File: src/shared/pwmcfg_pkg.sv
package pwmcfg_pkg;
  localparam logic [7:0] PWMCFG_ADDR = 8'hd9;
  localparam logic [7:0] PWMCFG_PAGE = 8'h0f;
  localparam logic [7:0] PWMCFG_RESET = 8'h00;
  localparam int RLD_SEL_BIT = 7;
  localparam int OVF_IRQ_EN_BIT = 6;
  localparam int OVF_FLAG_BIT = 5;
  localparam int CYC_LEN_LSB = 0;
  localparam logic [7:0] CMP_PAGE = 8'h00;
  localparam logic [7:0] CMP_BASE = 8'he0;
  localparam int NUM_MOD = 6;
  localparam int NUM_BYTES = 12;
  localparam logic [1:0] CYC_LEN_8 = 2'h0;
  localparam logic [1:0] CYC_LEN_9 = 2'h1;
  localparam logic [1:0] CYC_LEN_10 = 2'h2;
  localparam logic [1:0] CYC_LEN_11 = 2'h3;
  typedef enum logic [1:0] {PWMCFG_SRC_REG, PWMCFG_SRC_MEM, PWMCFG_SRC_CMP, PWMCFG_SRC_NONE} pwmcfg_src_e;
endpackage : pwmcfg_pkg

File: src/shared/pwmcfg_mem_if.sv
`timescale 1ns/1ps
`default_nettype none
interface pwmcfg_mem_if;
  logic wr;
  logic [3:0] waddr;
  logic [7:0] wdata;
  logic [3:0] raddr;
  logic [7:0] rdata;
  logic [2:0] chan;
  logic [15:0] word;
  modport ctrl (output wr, output waddr, output wdata, output raddr, output chan, input rdata, input word);
  modport mem (input wr, input waddr, input wdata, input raddr, input chan, output rdata, output word);
endinterface : pwmcfg_mem_if
`default_nettype wire

File: src/rtl/pwmcfg_reload_mem.sv
`timescale 1ns/1ps
`default_nettype none
// auto-reload bytes, low byte at even index; both read ports registered
module pwmcfg_reload_mem (
  input wire logic i_core_clk,
  input wire logic i_resetn,
  pwmcfg_mem_if.mem m
);
  import pwmcfg_pkg::*;
  logic [7:0] mem_r [NUM_BYTES];
  logic [7:0] mem_nxt [NUM_BYTES];
  logic [7:0] rdata_r, rdata_nxt;
  logic [15:0] word_r, word_nxt;

  always_comb begin
    for (int i = 0; i < NUM_BYTES; i++) begin
      mem_nxt[i] = mem_r[i];
    end
    if (m.wr && (m.waddr < 4'(NUM_BYTES))) begin
      mem_nxt[m.waddr] = m.wdata;
    end
    rdata_nxt = (m.raddr < 4'(NUM_BYTES)) ? mem_r[m.raddr] : 8'h00;
    word_nxt = (m.chan < 3'(NUM_MOD)) ? {mem_r[{m.chan, 1'b1}], mem_r[{m.chan, 1'b0}]} : 16'h0000;
  end

  always_ff @(posedge i_core_clk or negedge i_resetn) begin
    if (!i_resetn) begin
      for (int i = 0; i < NUM_BYTES; i++) begin
        mem_r[i] <= 8'h00;
      end
      rdata_r <= 8'h00;
      word_r <= 16'h0000;
    end else begin
      mem_r <= mem_nxt;
      rdata_r <= rdata_nxt;
      word_r <= word_nxt;
    end
  end

  assign m.rdata = rdata_r;
  assign m.word = word_r;
endmodule : pwmcfg_reload_mem
`default_nettype wire

File: src/rtl/pwmcfg_top.sv
`timescale 1ns/1ps
`default_nettype none
// Summary of operation
// - reload select 0 sends compare-address accesses to the normal compare registers, 1 to the auto-reload registers.
// - auto-reload contents serve as reload value only for channels running 9, 10 or 11 bit cycles.
// - the array interrupt is requested from the overflow flag only while its enable bit is 1.
// - the overflow flag is set when counter bit 7, 8, 9 or 10 overflows, picked by the cycle length field.
// - the overflow flag is set by hardware or a written 1, and only a written 0 clears it.
// - bits four to two read as zero and ignore writes.
// - cycle length codes 00, 01, 10, 11 give 8, 9, 10, 11 bit cycles.
// - the cycle length applies to every channel not in 16 bit mode and is ignored by 16 bit channels.
// - each module's wide pwm enable picks 16 bit pwm when set and the shared cycle length when clear.
module pwmcfg_top (
  // clock and reset
  input wire logic i_core_clk,
  input wire logic i_resetn,
  // special function register port
  input wire logic [7:0] i_sfr_addr,
  input wire logic [7:0] i_sfr_page,
  input wire logic i_sfr_wr,
  input wire logic i_sfr_rd,
  input wire logic [7:0] i_sfr_wdata,
  output logic [7:0] o_sfr_rdata,
  // normal compare registers outside
  output logic o_cmp_wr,
  output logic o_cmp_rd,
  output logic [3:0] o_cmp_index,
  output logic [7:0] o_cmp_wdata,
  input wire logic [7:0] i_cmp_rdata,
  // main counter and modules
  input wire logic [15:0] i_main_array_counter,
  input wire logic i_counter_inc,
  input wire logic [pwmcfg_pkg::NUM_MOD-1:0] i_wide_pwm_enable,
  input wire logic [2:0] i_reload_chan,
  output logic [15:0] o_reload_value,
  output logic [pwmcfg_pkg::NUM_MOD-1:0] o_reload_use,
  output logic [pwmcfg_pkg::NUM_MOD-1:0] o_wide_mode,
  output logic [1:0] o_cycle_length_select,
  // interrupt
  input wire logic i_other_irq,
  output logic o_irq
);
  import pwmcfg_pkg::*;

  function automatic logic cycle_wrap(input logic [15:0] cnt, input logic [1:0] sel);
    logic w;
    w = 1'b0;
    case (sel)
      CYC_LEN_8: w = &cnt[7:0];
      CYC_LEN_9: w = &cnt[8:0];
      CYC_LEN_10: w = &cnt[9:0];
      default: w = &cnt[10:0];
    endcase
    return w;
  endfunction : cycle_wrap

  function automatic logic is_cmp(input logic [7:0] addr, input logic [7:0] page);
    return (page == CMP_PAGE) && (addr >= CMP_BASE) && (addr < CMP_BASE + 8'(NUM_BYTES));
  endfunction : is_cmp

  pwmcfg_mem_if mi ();

  pwmcfg_reload_mem u_mem (
    .i_core_clk(i_core_clk),
    .i_resetn(i_resetn),
    .m(mi.mem)
  );

  logic rld_sel_r, rld_sel_nxt;
  logic ovf_irq_en_r, ovf_irq_en_nxt;
  logic ovf_flag_r, ovf_flag_nxt;
  logic [1:0] cyc_len_r, cyc_len_nxt;
  logic hit_reg, hit_cmp, ovf;
  logic [3:0] idx;
  pwmcfg_src_e src_r, src_nxt;
  logic [7:0] rdata_r, rdata_nxt;
  logic [7:0] regval_r, regval_nxt;
  logic cmp_wr_r, cmp_wr_nxt, cmp_rd_r, cmp_rd_nxt;
  logic [3:0] cmp_idx_r, cmp_idx_nxt;
  logic [7:0] cmp_wdata_r, cmp_wdata_nxt;
  logic irq_r, irq_nxt;
  logic [NUM_MOD-1:0] wide_r, wide_nxt, use_r, use_nxt;
  logic [15:0] reload_r, reload_nxt;

  assign hit_reg = (i_sfr_addr == PWMCFG_ADDR) && (i_sfr_page == PWMCFG_PAGE);
  assign hit_cmp = is_cmp(i_sfr_addr, i_sfr_page);
  assign idx = 4'(i_sfr_addr - CMP_BASE);
  assign ovf = i_counter_inc && cycle_wrap(i_main_array_counter, cyc_len_r);

  // configuration register
  always_comb begin
    rld_sel_nxt = rld_sel_r;
    ovf_irq_en_nxt = ovf_irq_en_r;
    cyc_len_nxt = cyc_len_r;
    ovf_flag_nxt = ovf_flag_r;
    if (i_sfr_wr && hit_reg) begin
      rld_sel_nxt = i_sfr_wdata[RLD_SEL_BIT];
      ovf_irq_en_nxt = i_sfr_wdata[OVF_IRQ_EN_BIT];
      cyc_len_nxt = i_sfr_wdata[CYC_LEN_LSB +: 2];
      ovf_flag_nxt = i_sfr_wdata[OVF_FLAG_BIT];
    end
    if (ovf) begin
      ovf_flag_nxt = 1'b1;
    end
  end

  always_ff @(posedge i_core_clk or negedge i_resetn) begin
    if (!i_resetn) begin
      rld_sel_r <= PWMCFG_RESET[RLD_SEL_BIT];
      ovf_irq_en_r <= PWMCFG_RESET[OVF_IRQ_EN_BIT];
      ovf_flag_r <= PWMCFG_RESET[OVF_FLAG_BIT];
      cyc_len_r <= PWMCFG_RESET[CYC_LEN_LSB +: 2];
    end else begin
      rld_sel_r <= rld_sel_nxt;
      ovf_irq_en_r <= ovf_irq_en_nxt;
      ovf_flag_r <= ovf_flag_nxt;
      cyc_len_r <= cyc_len_nxt;
    end
  end

  // access routing and two-stage read
  always_comb begin
    mi.wr = i_sfr_wr && hit_cmp && rld_sel_r;
    mi.waddr = idx;
    mi.wdata = i_sfr_wdata;
    mi.raddr = idx;
    mi.chan = i_reload_chan;
    cmp_wr_nxt = i_sfr_wr && hit_cmp && !rld_sel_r;
    cmp_rd_nxt = i_sfr_rd && hit_cmp && !rld_sel_r;
    cmp_idx_nxt = (hit_cmp && (i_sfr_wr || i_sfr_rd)) ? idx : cmp_idx_r;
    cmp_wdata_nxt = i_sfr_wr ? i_sfr_wdata : cmp_wdata_r;
    regval_nxt = {rld_sel_r, ovf_irq_en_r, ovf_flag_r, 3'h0, cyc_len_r};
    src_nxt = PWMCFG_SRC_NONE;
    if (i_sfr_rd && hit_reg) begin
      src_nxt = PWMCFG_SRC_REG;
    end else if (i_sfr_rd && hit_cmp && rld_sel_r) begin
      src_nxt = PWMCFG_SRC_MEM;
    end else if (i_sfr_rd && hit_cmp) begin
      src_nxt = PWMCFG_SRC_CMP;
    end
    case (src_r)
      PWMCFG_SRC_REG: rdata_nxt = regval_r;
      PWMCFG_SRC_MEM: rdata_nxt = mi.rdata;
      PWMCFG_SRC_CMP: rdata_nxt = i_cmp_rdata;
      default: rdata_nxt = rdata_r;
    endcase
  end

  always_ff @(posedge i_core_clk or negedge i_resetn) begin
    if (!i_resetn) begin
      src_r <= PWMCFG_SRC_NONE;
      rdata_r <= 8'h00;
      regval_r <= 8'h00;
      cmp_wr_r <= 1'b0;
      cmp_rd_r <= 1'b0;
      cmp_idx_r <= 4'h0;
      cmp_wdata_r <= 8'h00;
    end else begin
      src_r <= src_nxt;
      rdata_r <= rdata_nxt;
      regval_r <= regval_nxt;
      cmp_wr_r <= cmp_wr_nxt;
      cmp_rd_r <= cmp_rd_nxt;
      cmp_idx_r <= cmp_idx_nxt;
      cmp_wdata_r <= cmp_wdata_nxt;
    end
  end

  // per-channel mode, reload value and interrupt
  always_comb begin
    wide_nxt = i_wide_pwm_enable;
    use_nxt = ~i_wide_pwm_enable & {NUM_MOD{cyc_len_r != CYC_LEN_8}};
    reload_nxt = (i_reload_chan < 3'(NUM_MOD) && use_r[i_reload_chan]) ? mi.word : 16'h0000;
    irq_nxt = (ovf_flag_r && ovf_irq_en_r) || i_other_irq;
  end

  always_ff @(posedge i_core_clk or negedge i_resetn) begin
    if (!i_resetn) begin
      wide_r <= '0;
      use_r <= '0;
      reload_r <= 16'h0000;
      irq_r <= 1'b0;
    end else begin
      wide_r <= wide_nxt;
      use_r <= use_nxt;
      reload_r <= reload_nxt;
      irq_r <= irq_nxt;
    end
  end

  assign o_sfr_rdata = rdata_r;
  assign o_cmp_wr = cmp_wr_r;
  assign o_cmp_rd = cmp_rd_r;
  assign o_cmp_index = cmp_idx_r;
  assign o_cmp_wdata = cmp_wdata_r;
  assign o_reload_value = reload_r;
  assign o_reload_use = use_r;
  assign o_wide_mode = wide_r;
  assign o_cycle_length_select = cyc_len_r;
  assign o_irq = irq_r;
endmodule : pwmcfg_top
`default_nettype wire

File: config.mk
export PLATFORM = sky130hd
export DESIGN_NAME = pwmcfg_top
export DESIGN_NICKNAME = d
export VERILOG_FILES = /design/src/shared/pwmcfg_pkg.sv /design/src/shared/pwmcfg_mem_if.sv /design/src/rtl/pwmcfg_reload_mem.sv /design/src/rtl/pwmcfg_top.sv
export SDC_FILE = /design/constraint.sdc
export NUM_CORES = 1
export LEC_CHECK = 0
export BUFFER_PORTS_ARGS = -buffer_cell sky130_fd_sc_hd__buf_2
export CAP_MARGIN = 15
export CORE_MARGIN = 5
export CORE_UTILIZATION = 45
export DETAILED_ROUTE_END_ITERATION = 8
export GPL_TIMING_DRIVEN = 0
export PLACE_DENSITY = 0.65
export SLEW_MARGIN = 20
export SYNTH_ARGS = -nofsm -noshare
export SYNTH_HDL_FRONTEND = slang
export SYNTH_SLANG_ARGS = --single-unit
File: constraint.sdc
create_clock -name i_core_clk -period 5 [get_ports i_core_clk]
set_clock_uncertainty 0.15 [all_clocks]
set_input_delay 1.25 -clock i_core_clk [delete_from_list [all_inputs] [get_ports i_core_clk]]
set_output_delay 1.25 -clock i_core_clk [all_outputs]
set_load 0.02 [all_outputs]
# After elaboration in Yosys (flattened, before gate mapping)
# Cells that the tools add are included.
# op_classes
n_addsub,1
magnitude_cmp,9
eq_ne,6
muxes,24
n_bitwise,5
reduce_logical,30
# op_table
operator,n
$bmux 8 s4,3
$bwmux 96,1
$mux 8,8
$demux 8 s4,1
$mux 16,2
$pmux 8 s3,1
$logic_and 1x1->1,17
$ge 5x5->1 const B,3
$not 4->5,3
$reduce_and 11->1,1
$reduce_and 10->1,1
$reduce_and 9->1,1
$eq 8x4->1 const B,1
$eq 8x8->1 const B,1
$ge 8x8->1 const B,1
$logic_not 8->1,1
$lt 8x8->1 const B,1
$reduce_and 8->1,1
$and 6x6->6,1
$not 6->6,1
$lt 5x1->1 const B,1
$eq 2x1->1 const B,2
$eq 2x2->1 const B,2
$logic_not 2->1,2
other kinds (12),18
# totals
register_bits,183
inputBits,63
output_inout_bits,53

# Longest topological paths before layout
# Gate-level depths: netlist (run 1).
# depth
depth_word,7
depth_mapped,7
ltp_nobuf,6

# Hierarchy
# From an unflattened synthesis (run 1), not the netlist that was laid out.
# hier_totals
hier_cells,560
hier_area_um2,8194.1
# by_module_without_submodules
module,instances,cells_each,area_per_inst_um2,seq_area_each_um2
pwmcfg_reload_mem,1,380,5806.8,3002.9
pwmcfg_top,1,180,2387.3,1579.0

# Worst setup path before layout (run 1)
# No wires, ideal clock.
# synth_path
path_type,in2reg
start,in i_reload_chan[0]
end,"reg reload_r[10], in the netlist o_reload_value[10]"
t_arrival_ns,2.811
required_time_ns,4.718
slack_ns,1.907
path_stages,5
n_path_buf,2
path_cell_list,clkbuf_1 > mux4_2 > a21oi_1 > clkbuf_1 > nor2b_1
# synth_via
elab_chain_len,4
# synth_rtl
item,line_no,text
"start, declared",pwmcfg_top.sv:34,"input wire logic [2:0] i_reload_chan,"
$bmux 1 s3,pwmcfg_top.sv:173,reload_nxt = (i_reload_chan < 3'(NUM_MOD) && use_r[i_reload_chan]) ? mi.word : 16'h0000;
$mux 1 (not written as such),pwmcfg_top.sv:173,
$logic_and 1x1->1 *,pwmcfg_top.sv:173,
$mux 16 *,pwmcfg_top.sv:173,
named net reload_nxt[10],pwmcfg_top.sv:83,"logic [15:0] reload_r, reload_nxt;"
"end signal, assigned",pwmcfg_top.sv:186,reload_r <= reload_nxt;
"end, declared",pwmcfg_top.sv:83,
# Mark *: on every way through the listed nets, which the timed path passes. The rest lies on a longest branch. The select of a mux whose other input is x is not followed.
# A chain may end at the register's enable or synchronous reset.

# Final worst setup path (run 1)
# layout_path
start,in i_sfr_addr[1]
end,reg u_mem.mem_r[3] in the netlist's numbering
# layout_via
elab_chain_len,7
# layout_rtl
item,line_no,text
"start, declared",pwmcfg_top.sv:18,"input wire logic [7:0] i_sfr_addr,"
$sub 4x1->4,pwmcfg_top.sv:87,assign idx = 4'(i_sfr_addr - CMP_BASE);
$not 4->5 (not written as such),pwmcfg_reload_mem.sv:20,mem_nxt[m.waddr] = m.wdata;
$ge 5x5->1 (not written as such) or $lt 5x1->1 (tied branches),pwmcfg_reload_mem.sv:20,
$logic_and 1x1->1 (not written as such),pwmcfg_reload_mem.sv:20,
$mux 8 (not written as such),pwmcfg_reload_mem.sv:20,
$demux 8 s4,pwmcfg_reload_mem.sv:20,
$bwmux 96,pwmcfg_reload_mem.sv:20,
"end signal, assigned",pwmcfg_reload_mem.sv:34,mem_r <= mem_nxt;
"end, declared",pwmcfg_reload_mem.sv:10,logic [7:0] mem_r [NUM_BYTES];
# Parallel ways exist; a longest one is shown, timed or not.

==> flow_metrics.env, run 1 <==
export IMPL_routed_wl_um=20000
export IMPL_diodes=0
export IMPL_area_growth_pct=18.3
export IMPL_synthArstFlopShare_pct=100
export IMPL_final_nets=761
export IMPL_critPathKind="in -> reg"
export IMPL_root_buffer="clkbuf_16"
export IMPL_overflow=0
export IMPL_crit_arrival_ns=3.50
export IMPL_r2r_cells=4
export IMPL_r2r_end="u_mem.mem_r[8]"
export IMPL_slew_viol_final=0
export IMPL_maxCapViolCount=0
export IMPL_fill_cells=1503
export IMPL_outcome="finished, final reports clean"
export IMPL_io_pins=116
export IMPL_syn_area_um2=8140
export IMPL_synth_area_leaders="dfrtp_1 56%, mux2_2 13%, mux4_2 11%, mux2_1 2.2%, mux2i_1 2.1%"
export IMPL_yosysMostFrequentCell="dfrtp_1"
export IMPL_period_needed_ns=3.33
export IMPL_whs_endpoint="regval_r[7]"
export IMPL_synth_edf_count=0
export IMPL_wl_per_cell_um=21.4
export IMPL_vias_per_cell=5.61
export IMPL_rsz0062_at_grt="no"
export IMPL_grt_pass1_vias=5531
export IMPL_grt_max_degree=100
export IMPL_grtUsageTotal_pct=20.2
export IMPL_fin_setup_tns_ns=0
export IMPL_min_period_over_period_pct=66.6
export IMPL_port_buffer_count=108
export IMPL_yosysSeqAreaShare_pct=56.3
export IMPL_slew_headroom_pct=32.2
export IMPL_cts_tree="built"
export IMPL_worstHoldPathCells=0
export IMPL_htreeDepth=4
export IMPL_max_vdd_ir_drop_mv=0.227
export IMPL_setup_worst_path_start_class="input pin"
export IMPL_regToRegStartpoint="rld_sel_r"
export IMPL_power_density_nw_per_um2=322
export IMPL_start_util_pct=45.5
export IMPL_synth_nets=633
export IMPL_die_area_um2=20900
export IMPL_worstPathMaxFanout=10
export IMPL_antenna_left=0
export IMPL_hold_start="rld_sel_r"
export IMPL_setup_viol=0
export IMPL_postCtsSetupBuffers=0
export IMPL_power_total_mw=3.10
export IMPL_num_vias=5243
export IMPL_leakagePower_nw=4.63
export IMPL_cts_resized=0
export IMPL_cp_end_kind="flop"
export IMPL_synthFlopType="dfrtp_1"
export IMPL_syn_inst=567
export IMPL_rrSetupSlack_ns=2.62
export IMPL_report_final_hold_viol_count=0
export IMPL_synth_common_cells="181 x dfrtp_1, 96 x mux2_2, 41 x mux4_2, 41 x nand2_1, 25 x clkbuf_1"
export IMPL_cts_buffers=17
export IMPL_cts_sinks=183
export IMPL_fp_dieH_um=144
export IMPL_cts_max_path_buffers=2
export IMPL_gp_congestion=0.860
export IMPL_dr_first_iter_drc_count=478
export IMPL_synth_cell_type_count=43
export IMPL_row_count=49
export IMPL_syn_mean_instance_area_um2=14.4
export IMPL_drive_gt1_share_pct=41.8
export IMPL_ys_seq_elements=183
export IMPL_synth_top_area_share_pct=55.6
export IMPL_max_freq_mhz=300
export IMPL_path_clk_slew_ns=0.07
export IMPL_fp_dieW_um=144
export IMPL_drc=0
export IMPL_drtPass1Iterations=5
export IMPL_worstSkewPairLatency_ns=0.43
export IMPL_yosysTopAreaCell="dfrtp_1"
export IMPL_required_ns=5.17
export IMPL_hold_path_class="reg -> reg"
export IMPL_antenna_found_initial=0
export IMPL_hold_buffers=0
export IMPL_worst_pin_slew_ns=1.01
export IMPL_yosysWarningCount=0
export IMPL_grt_first_pass_wirelength_um=31400
export IMPL_hpwl_um=14200
export IMPL_core_area_um2=17900
==> worst max-delay path: stages <==
cell and delay, ns:
buf_2 0.13, buf_1 0.60, nand3_1 0.26, nor2_1 0.83, mux2_2 0.42
==> cells by family (layout without fill, tap and decap cells) <==
group	count (synthesis)	in the layout	synth area share, %
DFF	183	183	56.3
muxes	170	170	28.9
and+or+nand+nor	115	115	7.84
AOI/OAI and AO/OA	56	56	4.49
buffers and inverters	40	179	1.98
adders and majority gates	3	3	0.461
==> layout make-up <==
type	count	area, um^2	area share, %
buffer	35	143	1.48
clock inverter	11	169	1.75
sequential	183	4580	47.6
clock buffer	19	453	4.71
multi-input combinational	344	3400	35.3
tap	229	287	2.98
inverter	5	18.8	0.195
timing repair buffer	109	578	6.01
==> cells in the final DEF, fill, tap and decap left out, types with 2 or more instances in the layout <==
| master | n |
|---|---|
| nor4b_4 | 2 |
| ha_1 | 3 |
| a22oi_1 | 13 |
| dfstp_2 | 2 |
| mux2_2 | 96 |
| mux2_1 | 16 |
| a21oi_1 | 7 |
| buf_2 | 115 |
| a22o_1 | 6 |
| nand3_1 | 3 |
| clkinv_2 | 3 |
| nor2_1 | 22 |
| nor2b_1 | 18 |
| o21ai_0 | 24 |
| nand4_1 | 6 |
| bufinv_16 | 4 |
| nand2_1 | 41 |
| nand2b_1 | 2 |
| clkbuf_8 | 2 |
| and2_1 | 2 |
| inv_1 | 4 |
| or4b_1 | 2 |
| clkbuf_16 | 17 |
| nor4_1 | 3 |
| nand3b_1 | 2 |
| clkbuf_1 | 25 |
| and3b_1 | 2 |
| nor2_2 | 3 |
| mux2i_1 | 17 |
| mux4_2 | 41 |
| inv_6 | 3 |
| dfrtp_1 | 181 |
==> power breakdown <==
group          switching [mW]  internal (mW)  total [mW]
combinational           0.117         0.0580       0.175
clock                   0.567          0.860        1.43
sequential            0.00465           1.49        1.50
==> through the flow <==
step | hold WS, ns | setup WS, ns | cells | instance area (um^2) | util (%)
floorplan | 0.202 | 1.91 | 567 | 8140 | -
global placement | 0.236 | -0.147 | 904 | 8970 | 50.1
detailed placement | 0.240 | 1.22 | 905 | 9000 | 50.3
CTS | 0.253 | 1.68 | 935 | 9630 | 53.8
global route | 0.255 | 1.59 | 935 | 9630 | 53.8
finish | 0.248 | 1.67 | 935 | 9630 | 53.8
==> sequential cells by signal (all words and copies together), names as in the netlist, 4 cells and up <==
register / count
o_sfr_rdata: 8
o_cmp_wdata: 8
o_cmp_index: 4
o_wide_mode: 6
u_mem.m.word: 16
o_reload_value: 16
u_mem.mem_r: 96
o_reload_use: 6
regval_r: 5
u_mem.m.rdata: 8
==> layer usage <==
layer,GRT usage (%),part of all wire [%]
met1,26.0,40
met3,4.46,7.0
met2,33.5,50
met4,8.00,2.7
met5,0,0
==> worst max path at each step <==
stage | slack [ns] | start | cells past startpoint | endpoint
floorplan | 1.91 | i_reload_chan[0] | 5 | o_reload_value[10]
global route | 1.59 | i_sfr_addr[1] | 5 | u_mem.mem_r[5]
global placement | -0.15 | i_resetn | 1 | regval_r[0]
CTS | 1.68 | i_sfr_addr[1] | 5 | u_mem.mem_r[3]
finish | 1.67 | i_sfr_addr[1] | 5 | u_mem.mem_r[3]
detailed placement | 1.22 | i_sfr_addr[1] | 5 | u_mem.mem_r[3]
Note: power is estimated with default switching activity, not from simulation.
==> inputs of run 2 (changes only) <==
--- a/config.mk
+++ b/config.mk
@@ -5,13 +5,14 @@
 export SDC_FILE = /design/constraint.sdc
 export NUM_CORES = 1
 export LEC_CHECK = 0
+export ABC_AREA = 1
 export BUFFER_PORTS_ARGS = -buffer_cell sky130_fd_sc_hd__buf_2
 export CAP_MARGIN = 15
 export CORE_MARGIN = 5
 export CORE_UTILIZATION = 45
 export DETAILED_ROUTE_END_ITERATION = 8
 export GPL_TIMING_DRIVEN = 0
-export PLACE_DENSITY = 0.65
+export PLACE_DENSITY = 0.67
 export SLEW_MARGIN = 20
 export SYNTH_ARGS = -nofsm -noshare
 export SYNTH_HDL_FRONTEND = slang
==> constraint.sdc (replaced) <==
create_clock -name i_core_clk -period 2.82 [get_ports i_core_clk]
set_clock_uncertainty 0.15 [all_clocks]
set_input_delay 0.705 -clock i_core_clk [delete_from_list [all_inputs] [get_ports i_core_clk]]
set_output_delay 0.705 -clock i_core_clk [all_outputs]
set_load 0.02 [all_outputs]
==> flow_metrics.env, run 2 <==
export IMPL_outcome="finished, final reports clean"
export IMPL_p_int_mw=4.08
export IMPL_cts_resized=0
export IMPL_worstSkewPairLatency_ns=0.44
export IMPL_yosys_area_share_simple_pct=28.9
export IMPL_regMostFlops="u_mem.mem_r"
export IMPL_yosysSeqAreaShare_pct=51.8
export IMPL_fin_setup_tns_ns=0
export IMPL_area_growth_pct=17.3
export IMPL_switching_power_mw=1.53
export IMPL_report_final_hold_viol_count=0
export IMPL_root_buffer="clkbuf_16"
export IMPL_gp_congestion=1.05
export IMPL_p_comb_share_pct=8.1
export IMPL_synth_area_leaders="dfrtp_1 51%, nand2_1 16%, nand4_1 7.1%, o21ai_0 5.9%, inv_1 3.8%"
export IMPL_syn_mean_instance_area_um2=8.09
export IMPL_cts_max_path_buffers=2
export IMPL_synth_edf_count=0
export IMPL_cts_tree="built"
export IMPL_overflow=0
export IMPL_grt_pass1_vias=7740
export IMPL_crit_arrival_ns=2.60
export IMPL_ys_seq_elements=183
export IMPL_fp_dieH_um=150
export IMPL_yosysMostFrequentCell="nand2_1"
export IMPL_htreeDepth=4
export IMPL_diodes=0
export IMPL_final_cell_mix="367 x nand2_1, 181 x dfrtp_1, 130 x buf_2, 104 x o21ai_0, 101 x nand4_1"
export IMPL_yosysTopAreaCell="dfrtp_1"
export IMPL_slew_headroom_pct=39.5
export IMPL_antenna_found_initial=0
export IMPL_p_sw_share_pct=27.3
export IMPL_period_needed_ns=2.50
export IMPL_synth_fa_ha_area_share_pct=0.424
export IMPL_num_vias=8364
export IMPL_power_density_nw_per_um2=540
export IMPL_dr_first_iter_drc_count=934
export IMPL_grtUsageTotal_pct=27.3
export IMPL_synth_top_area_share_pct=51.2
export IMPL_synth_top_family_by_area="simple AND/OR/NAND/NOR gates"
export IMPL_synth_compound_area_share_pct=11.6
export IMPL_leakagePower_nw=5.41
export IMPL_min_period_over_period_pct=88.8
export IMPL_core_area_um2=19400
export IMPL_yosysWarningCount=0
export IMPL_synth_xor_area_share_pct=0
export IMPL_routed_wl_um=30200
export IMPL_grt_first_pass_wirelength_um=46300
export IMPL_synth_nets=1160
export IMPL_rsz0062_at_grt="no"
export IMPL_synth_common_cells="367 x nand2_1, 181 x dfrtp_1, 104 x o21ai_0, 101 x nand4_1, 89 x inv_1"
export IMPL_regToRegStartpoint="rld_sel_r"
export IMPL_p_seq_share_pct=47.7
export IMPL_antenna_left=0
export IMPL_synth_cell_type_count=31
export IMPL_max_vdd_ir_drop_mv=0.412
export IMPL_hold_path_class="in -> async"
export IMPL_r2r_end="u_mem.mem_r[91]"
export IMPL_fp_dieW_um=150
export IMPL_synthArstFlopShare_pct=100
export IMPL_cts_buffers=17
export IMPL_hpwl_um=22200
export IMPL_hold_buffers=0
export IMPL_vias_per_cell=5.57
export IMPL_row_count=51
export IMPL_worstPathMaxFanout=10
export IMPL_layout_commonest_cell="nand2_1"
export IMPL_cp_end_kind="flop"
export IMPL_fill_cells=1942
export IMPL_wl_per_cell_um=20.1
export IMPL_syn_inst=1094
export IMPL_setup_viol=0
export IMPL_clkPwrFrac_pct=44.1
export IMPL_required_ns=2.92
export IMPL_r2r_cells=6
export IMPL_slew_viol_final=0
export IMPL_rrSetupSlack_ns=0.76
export IMPL_worst_pin_slew_ns=0.908
export IMPL_final_util_pct=53.5
export IMPL_critPathKind="in -> reg"
export IMPL_drive_gt1_share_pct=16.4
export IMPL_die_area_um2=22600
export IMPL_maxCapViolCount=0
export IMPL_final_nets=1289
export IMPL_drc=0
export IMPL_synthFlopType="dfrtp_1"
export IMPL_max_freq_mhz=399
export IMPL_setup_worst_path_start_class="input pin"
export IMPL_largest_reg_flops=96
export IMPL_grt_max_degree=96
export IMPL_io_pins=116
export IMPL_muxShareOfSynthArea_pct=0
export IMPL_path_clk_slew_ns=0.08
export IMPL_postCtsSetupBuffers=0
export IMPL_cts_sinks=183
export IMPL_syn_area_um2=8850
export IMPL_drtPass1Iterations=5
export IMPL_port_buffer_count=109
export IMPL_start_util_pct=45.6
-- run 2: changes by cell type in the layout (fill, tap and decap cells not counted), moves of 31 or more --
| cell | delta |
|---|---|
| inv_1 | +85 |
| nor2_1 | +31 |
| mux4_2 | -41 |
| mux2_2 | -96 |
| o21ai_0 | +80 |
| nand2_1 | +326 |
| nand4_1 | +95 |
-- run 2: layout make-up --
cell class              count  area [um^2]  area share, %
well taps                 265          332           3.20
clock inverters            14          176           1.70
clock buffers              18          439           4.23
flip-flops and latches    183         4580           44.2
multi-input cells         753         3620           34.9
plain buffers              65          298           2.87
repair buffers            110          583           5.62
inverters                  93          349           3.36
-- run 2: metrics by stage --
step | total power [mW] | cells | area, um^2 | setup slack [ns] | hold slack [ns]
floorplan | 2.94 | 1094 | 8850 | 0.860 | 0.224
global placement | 3.17 | 1468 | 9720 | -2.01 | 0.242
detailed placement | 3.18 | 1469 | 9760 | 0.0514 | 0.253
CTS | 5.61 | 1501 | 10400 | 0.500 | 0.172
global route | 5.80 | 1501 | 10400 | 0.298 | 0.175
finish | 5.61 | 1501 | 10400 | 0.316 | 0.100
-- run 2: how the worst max path moves through the flow --
stage,endpoint,slack [ns],startpoint,cells after the start
2_1_floorplan,o_reload_value[10],0.86,i_reload_chan[0],7
3_3_place_gp,o_reload_value[14],-2.01,i_resetn,1
3_5_place_dp,u_mem.m.rdata[4],0.05,i_sfr_addr[0],7
4_1_cts,u_mem.m.rdata[4],0.50,i_sfr_addr[0],7
5_1_grt,u_mem.m.rdata[4],0.30,i_sfr_addr[1],9
6_report,u_mem.m.rdata[4],0.32,i_sfr_addr[0],7
-- run 2: cells by family (layout without fill, tap and decap cells) --
group | count (synthesis) | in the layout
compound gates | 181 | 181
fa+ha+maj | 3 | 3
buf+inv | 158 | 300
flops | 183 | 183
simple gates | 569 | 569
-- run 2: critical path: stages --
cell and delay, ns:
buf_2 0.15, inv_1 0.10, nand2_1 0.21, clkbuf_1 0.53, o22ai_1 0.14, o21ai_0 0.53
nand3_1 0.25
-- run 2: layer usage --
| layer | GRT usage [%] | up-vias | part of all wire (%) |
|---|---|---|---|
| met5 | 0 | - | 0 |
| met4 | 8.33 | 0 | 2.9 |
| met3 | 5.78 | 65 | 9.6 |
| met2 | 42.3 | 402 | 45 |
| met1 | 38.9 | 3991 | 42 |
| li1 | - | 3906 | - |
-- run 2: power by group through the flow --
| stage | clock network (mW) | logic [mW] | registers, mW |
|---|---|---|---|
| finish | 2.48 | 0.457 | 2.68 |
| global route | 2.62 | 0.497 | 2.68 |
| CTS | 2.49 | 0.450 | 2.68 |
| detailed placement | 0 | 0.449 | 2.73 |
| global placement | 0 | 0.440 | 2.73 |
| floorplan | 0 | 0.178 | 2.76 |
